<file path="config.mk">
export PLATFORM = sky130hd
export DESIGN_NAME = ssf_flags
export DESIGN_NICKNAME = d
export VERILOG_FILES = /design/src/logic/ssf_flags.v
export VERILOG_INCLUDE_DIRS = /design/src /design/src/logic
export SDC_FILE = /design/constraint.sdc
export NUM_CORES = 1
export LEC_CHECK = 0
export ABC_CLOCK_PERIOD_IN_PS = 1900
export BUFFER_PORTS_ARGS = -buffer_cell sky130_fd_sc_hd__buf_2
export CORE_UTILIZATION = 30
export CTS_BUF_LIST = sky130_fd_sc_hd__clkbuf_4
export DETAILED_ROUTE_END_ITERATION = 7
export GPL_TIMING_DRIVEN = 1
export PLACE_DENSITY_LB_ADDON = 0.2
export SETUP_SLACK_MARGIN = 0.3
export SYNTH_ARGS = -nofsm -noshare
export SYNTH_HDL_FRONTEND = slang
export SYNTH_SLANG_ARGS = --single-unit
</file>
<file path="constraint.sdc">
create_clock -name i_mclk -period 1.9 [get_ports i_mclk]
set_input_delay 0.095 -clock i_mclk [delete_from_list [all_inputs] [get_ports i_mclk]]
set_output_delay 0.095 -clock i_mclk [all_outputs]
set_load 0.005 [all_outputs]
</file>
<file path="src/logic/ssf_defs.vh">
// constants for the serial status flag logic
`ifndef SSF_DEFS_VH
`define SSF_DEFS_VH

// reset values of the status flags
`define SSF_TX_EMPTY_RST 1'h1
`define SSF_RX_FULL_RST 1'h0
`define SSF_OVERRUN_RST 1'h0
`define SSF_FRAMING_RST 1'h0

// reset values of the arming bits and the interrupt requests
`define SSF_ARM_RST 1'h0
`define SSF_INT_RST 1'h0

// level of a good stop bit
`define SSF_STOP_OK 1'h1

`endif

</file>
<file path="src/logic/ssf_flags.v">
// status flag logic of an asynchronous serial channel
//
// Contract
// - receive-full clears on software write of 0 after reading it as 1
// - receive-full clears when a receive-triggered transfer reads the data
// - transmit-empty is held at 1 while transmit enable is 0
// - transmit-empty sets when a byte moves into the transmit shifter
// - writes only clear flags; writing 1 never sets a flag
`timescale 1ns/1ps
`include "ssf_defs.vh"

module ssf_flags (
  // clock and reset
  input wire i_mclk,
  input wire i_rst_n,
  // control
  input wire i_transmit_enable_bit,
  // software status access: read strobe and write of the flag bits
  input wire i_sts_rd,
  input wire i_sts_wr,
  input wire i_wr_tx_empty_flag,
  input wire i_wr_rx_full_flag,
  input wire i_wr_overrun_flag,
  input wire i_wr_framing_error_flag,
  // transfer controller service of the data registers
  input wire i_xfer_rx_data_rd,
  input wire i_xfer_tx_data_wr,
  // receiver and transmitter events
  input wire i_rx_done,
  input wire i_rx_stop_bit,
  input wire i_tx_load_shift,
  // flags and interrupt requests
  output reg o_tx_empty_flag,
  output reg o_rx_full_flag,
  output reg o_overrun_flag,
  output reg o_framing_error_flag,
  output reg o_rx_full_interrupt,
  output reg o_tx_empty_interrupt
);

  // --------------------------------------------------------------
  // read-as-one arming: a software clear needs a prior read of the flag at 1
  // --------------------------------------------------------------
  reg tx_arm_reg;
  reg rx_arm_reg;
  reg ovr_arm_reg;
  reg fer_arm_reg;

  wire tx_clr;
  wire rx_clr;
  wire ovr_clr;
  wire fer_clr;
  wire rx_good;
  wire rx_set;
  wire ovr_set;
  wire fer_set;
  wire tx_set;

  // of the written values only 0 clears (transfer accesses also clear tx/rx); a written 1 is ignored
  assign tx_clr = (i_sts_wr & tx_arm_reg & ~i_wr_tx_empty_flag) |
                  i_xfer_tx_data_wr;
  assign rx_clr = (i_sts_wr & rx_arm_reg & ~i_wr_rx_full_flag) |
                  i_xfer_rx_data_rd;
  assign ovr_clr = i_sts_wr & ovr_arm_reg & ~i_wr_overrun_flag;
  assign fer_clr = i_sts_wr & fer_arm_reg &
                   ~i_wr_framing_error_flag;

  assign fer_set = i_rx_done & (i_rx_stop_bit != `SSF_STOP_OK);
  assign ovr_set = i_rx_done & o_rx_full_flag;
  assign rx_good = i_rx_done & ~fer_set & ~o_rx_full_flag;
  assign rx_set = rx_good;
  assign tx_set = i_tx_load_shift | ~i_transmit_enable_bit;

  // --------------------------------------------------------------
  // next values of the flags, the arming bits and the requests
  // --------------------------------------------------------------
  reg tx_empty_next;
  reg rx_full_next;
  reg overrun_next;
  reg framing_next;
  reg tx_arm_next;
  reg rx_arm_next;
  reg ovr_arm_next;
  reg fer_arm_next;
  reg rx_int_next;
  reg tx_int_next;

  // --------------------------------------------------------------
  // transmit-empty flag: a set in the clearing cycle wins
  // --------------------------------------------------------------
  always @* begin
    tx_empty_next = o_tx_empty_flag;
    if (tx_clr) begin
      tx_empty_next = 1'h0;
    end
    // a disabled transmitter keeps the flag up even when cleared
    if (tx_set) begin
      tx_empty_next = 1'h1;
    end
  end

  // a read seeing 1 arms; any write or clear disarms
  always @* begin
    tx_arm_next = tx_arm_reg;
    if (i_sts_rd && o_tx_empty_flag) begin
      tx_arm_next = 1'h1;
    end else if (i_sts_wr || tx_clr) begin
      tx_arm_next = 1'h0;
    end
  end

  // --------------------------------------------------------------
  // receive-full flag: a set in the clearing cycle wins
  // --------------------------------------------------------------
  always @* begin
    rx_full_next = o_rx_full_flag;
    if (rx_clr) begin
      rx_full_next = 1'h0;
    end
    // framing error or overrun leave the flag as it stands
    if (rx_set) begin
      rx_full_next = 1'h1;
    end
  end

  // a read seeing 1 arms; any write or clear disarms
  always @* begin
    rx_arm_next = rx_arm_reg;
    if (i_sts_rd && o_rx_full_flag) begin
      rx_arm_next = 1'h1;
    end else if (i_sts_wr || rx_clr) begin
      rx_arm_next = 1'h0;
    end
  end

  // --------------------------------------------------------------
  // overrun flag: a set in the clearing cycle wins
  // --------------------------------------------------------------
  always @* begin
    overrun_next = o_overrun_flag;
    if (ovr_clr) begin
      overrun_next = 1'h0;
    end
    if (ovr_set) begin
      overrun_next = 1'h1;
    end
  end

  // only software clears this flag, so only a write disarms
  always @* begin
    ovr_arm_next = ovr_arm_reg;
    if (i_sts_rd && o_overrun_flag) begin
      ovr_arm_next = 1'h1;
    end else if (i_sts_wr) begin
      ovr_arm_next = 1'h0;
    end
  end

  // --------------------------------------------------------------
  // framing-error flag: a set in the clearing cycle wins
  // --------------------------------------------------------------
  always @* begin
    framing_next = o_framing_error_flag;
    if (fer_clr) begin
      framing_next = 1'h0;
    end
    if (fer_set) begin
      framing_next = 1'h1;
    end
  end

  // only software clears this flag, so only a write disarms
  always @* begin
    fer_arm_next = fer_arm_reg;
    if (i_sts_rd && o_framing_error_flag) begin
      fer_arm_next = 1'h1;
    end else if (i_sts_wr) begin
      fer_arm_next = 1'h0;
    end
  end

  // --------------------------------------------------------------
  // interrupt requests follow the next flag values, the transmit one only while transmit is enabled
  // --------------------------------------------------------------
  always @* begin
    rx_int_next = rx_full_next;
    // the transmit request is masked while transmit is disabled
    tx_int_next = 1'h0;
    if (i_transmit_enable_bit) begin
      tx_int_next = tx_empty_next;
    end
  end

  // --------------------------------------------------------------
  // flag, arming and request registers
  // --------------------------------------------------------------
  always @(posedge i_mclk) begin
    if (!i_rst_n) begin
      o_tx_empty_flag <= `SSF_TX_EMPTY_RST;
      o_rx_full_flag <= `SSF_RX_FULL_RST;
      o_overrun_flag <= `SSF_OVERRUN_RST;
      o_framing_error_flag <= `SSF_FRAMING_RST;
      tx_arm_reg <= `SSF_ARM_RST;
      rx_arm_reg <= `SSF_ARM_RST;
      ovr_arm_reg <= `SSF_ARM_RST;
      fer_arm_reg <= `SSF_ARM_RST;
      o_rx_full_interrupt <= `SSF_INT_RST;
      o_tx_empty_interrupt <= `SSF_INT_RST;
    end else begin
      o_tx_empty_flag <= tx_empty_next;
      o_rx_full_flag <= rx_full_next;
      o_overrun_flag <= overrun_next;
      o_framing_error_flag <= framing_next;
      tx_arm_reg <= tx_arm_next;
      rx_arm_reg <= rx_arm_next;
      ovr_arm_reg <= ovr_arm_next;
      fer_arm_reg <= fer_arm_next;
      o_rx_full_interrupt <= rx_int_next;
      o_tx_empty_interrupt <= tx_int_next;
    end
  end

endmodule

</file>
Word-level counts from Yosys, hierarchy flattened --
Cells that the tools add are included.
Word-level totals: bits in registers 9, bits of input ports 14, output and inout bits 6
Cells by class: reduce and logical (&&, ||, !) cells 14, muxes and demuxes 15, bitwise gates (word level) 23
Operators by type and width (number):
- $mux 1 | 15
- $reduce_bool 2->1 | 7
- $and 1x1->1 | 12
- $not 1->1 | 8
- $logic_and 1x1->1 | 4
- $or 1x1->1 | 3
- $logic_or 1x1->1 | 2
- $reduce_and 2->1 | 1

Logic depth before layout (Yosys ltp) --
depth after elaboration 6, depth in mapped cells 3, mapped depth without buffers 2

Least setup slack after synthesis --
Ideal clock, no wire load.
path type register to register, start point register tx_arm_reg, end point register tx_arm_reg, period minus slack after synthesis 0.824 ns, setup time 0.070 ns, required time 1.830 ns, path buffers 0, cell stages (with the launch flop) 3, arrival time 0.754 ns, slack 1.076 ns, cells stage by stage dfxtp_1 or3b_1 a21boi_1
Between the ends: word-level cells in the longest chain between the ends 5
Ends and longest elaborated chain:
- start: declaration | RTL line ssf_flags.v:44 | reg tx_arm_reg;
- start signal: assignment | RTL line ssf_flags.v:203 | tx_arm_reg <= `SSF_ARM_RST;
- start signal: assignment | RTL line ssf_flags.v:214 | tx_arm_reg <= tx_arm_next;
- $and 1x1->1 (2 in a row) | RTL line ssf_flags.v:60 | assign tx_clr = (i_sts_wr & tx_arm_reg & ~i_wr_tx_empty_flag) |
- $or 1x1->1 | RTL line ssf_flags.v:60
- $logic_or 1x1->1 | RTL line ssf_flags.v:107 | end else if (i_sts_wr || tx_clr) begin
- $reduce_bool 2->1 (no source line)
No other way between the ends. A chain may end at the register's enable or synchronous reset.

Worst setup path in the final report --
Same ends and word-level chain as after synthesis.

==> out/qor.txt <==
Outcome: completed
CTS max path bufs: 2
CTS Sinks: 9
Clock skew: 0.00552 ns
Critical path's slowest cell: or3b_1
Starting Density: 0.340
Post-DP HPWL: 627 um
Starting DRT DRC Count: 2
# IOs: 20
Routed Antenna Nets: 0
Layout cell share with drive strength beyond 1: 0.413
Max-cap violation count: 0
Final non-filler cell area: 528 um2
Commonest non-fill, non-tap cell in the layout: buf_2
Detailed-route wire length per cell: 10.2 um
Vias: 366
CTS tree: built
DRT Wirelength: 787 um
First-pass GRT wire length: 1170 um
Fin crit share: 0.465
Max_slew headroom: 0.848
Transition time at the pin with the least slew margin: 0.224 ns
Dpl cells: 73
Count of cell types in the netlist: 17
Area of the die: 1480 um2
Critical path's top delay family: simple AND/OR/NAND/NOR gates
Fin. max-slew vios: 0
# DRC: 0
CTS Buf Count: 3
Commonest non-fill, non-tap cells in the layout: 19 x buf_2, 9 x dfxtp_1, 7 x nand2_1, 4 x a21boi_1, 4 x clkbuf_4
Yosys reg bits: 9
Die X: 38.4 um
Pwr Total: 0.407 mW
# setup viols final: 0
Largest net degree at the start of global routing: 13
Arrival time of the worst setup path: 1.07 ns
Worst skew pair latency: 0.26 ns
Port Buf Inserts: 19
GRT Overall Usage: 0.124
CP Max Fanout: 3
Finished Layout Cells: 77
Leakage: 0.250 nW
Max Fclk: 1130 MHz
Dpl cell area: 498 um2
Cells after Synth: 42
Syn_nets: 56
Vias in the first global route: 308
Crit start category: flop
Post-Syn Area: 398 um2
CP Buf/Inv Count: 0
Pwr dens: 771 nW/um2
Rows: 12
YS warnings: 0
Post-CTS Setup Inserts: 0
CP Capture Type: flop
Worst IR Drop VDD: 0.000358 V
Final hold violations: 0
# diodes: 0
Cts hold-fix bufs: 0
Min cycle time layout: 0.884 ns
Vias/cell: 4.75
Filler instances: 128
Tightest Hold Check Type: input port to flop
Root Buffer: clkbuf_4
Die H: 38.4 um
GP Congestion: 0.615
Sequential element share of the synthesized area: 0.453
CP Class: flop to flop
Initial antenna violation count: 0
# resized after CTS: 0
Mapped Avg Cell Area: 9.47 um2
Setup TNS: 0 ns
WP data required: 2.09 ns
H-tree levels: 1
RSZ-0062 raised after global routing: false
Core box area: 1170 um2
Cell chain of the critical path: or3b_1 > a21boi_1
CP peak stage delay: 0.35 ns
Nets: 78
Clk slew on worst S/H paths: 0.06 ns
Synth-to-layout area growth: 32.7%
DR pass1 iterations: 2
Remaining global-route overflow: 0
==> Yosys cell counts <==
cell type | n | area share
dfxtp_1 | 9 | 0.45
nand3b_1 | 2 | 0.038
and3b_1 | 1 | 0.022
o2111ai_1 | 1 | 0.022
a211oi_1 | 1 | 0.019
nand3_1 | 1 | 0.013
buf_4 | 1 | 0.019
inv_1 | 1 | 0.0094
nand2_1 | 7 | 0.066
o21ai_1 | 3 | 0.038
nand2b_1 | 3 | 0.047
nand4b_1 | 1 | 0.022
a21boi_1 | 4 | 0.075
nor4bb_1 | 1 | 0.025
buf_2 | 1 | 0.013
or3b_1 | 2 | 0.044
and3b_2 | 3 | 0.075
==> worst paths after layout <==
path	from	slack [ns]	to	depth (start not counted)
worst max register to register	tx_arm_reg$_SDFFE_PN0P_	1.02	tx_arm_reg$_SDFFE_PN0P_	2
worst max-delay path	tx_arm_reg$_SDFFE_PN0P_	1.02	tx_arm_reg$_SDFFE_PN0P_	2
worst min register to register	ovr_arm_reg$_SDFFE_PN0P_	0.46	ovr_arm_reg$_SDFFE_PN0P_	2
worst min-delay path	i_transmit_enable_bit	0.06	o_tx_empty_flag$_SDFF_PN1_	2
==> logic make-up after synthesis <==
family          Yosys count  synth area share
flops                     9             0.453
buf+inv                   3            0.0409
simple gates             21             0.352
compound gates            9             0.154
==> report_power, final <==
| group | leakage, nW | switching, mW | internal [mW] |
|---|---|---|---|
| Combinational | 0.157 | 0.0201 | 0.0253 |
| Sequential | 0.0738 | 0.00518 | 0.198 |
| Clock | 0.0184 | 0.0637 | 0.0950 |
==> metrics by stage <==
stage	hold WS, ns	setup WS (ns)	utilization
after floorplan	0.190	1.08	-
after global placement	0.325	1.06	0.425
after detailed placement	0.326	1.02	0.425
after CTS	0.0530	0.994	0.451
after global routing	0.0549	0.928	0.451
final	0.0618	1.02	0.451
==> area by class of cell <==
| cell class | instances | area [um2] | share of cell area |
|---|---|---|---|
| flip-flops and latches | 9 | 180 | 0.341 |
| clock buffers | 4 | 30.0 | 0.0569 |
| multi-input cells | 30 | 201 | 0.382 |
| repair buffers | 19 | 95.1 | 0.180 |
| well taps | 14 | 17.5 | 0.0332 |
| inverters | 1 | 3.75 | 0.00711 |
==> layer usage <==
layer  routed length, um  vias up  GRT usage
li1                    -      192          -
met1                 363      157      0.132
met2                 346       17      0.199
met3                  77        0     0.0872
met4                   0        0     0.0259
met5                   0        -          0
==> worst reg2reg max path, stage by stage (launching register included) <==
cell,delay [ns]
dfxtp_1,0.33
or3b_1,0.35
a21boi_1,0.14
Note: power is estimated with default switching activity, not from simulation.
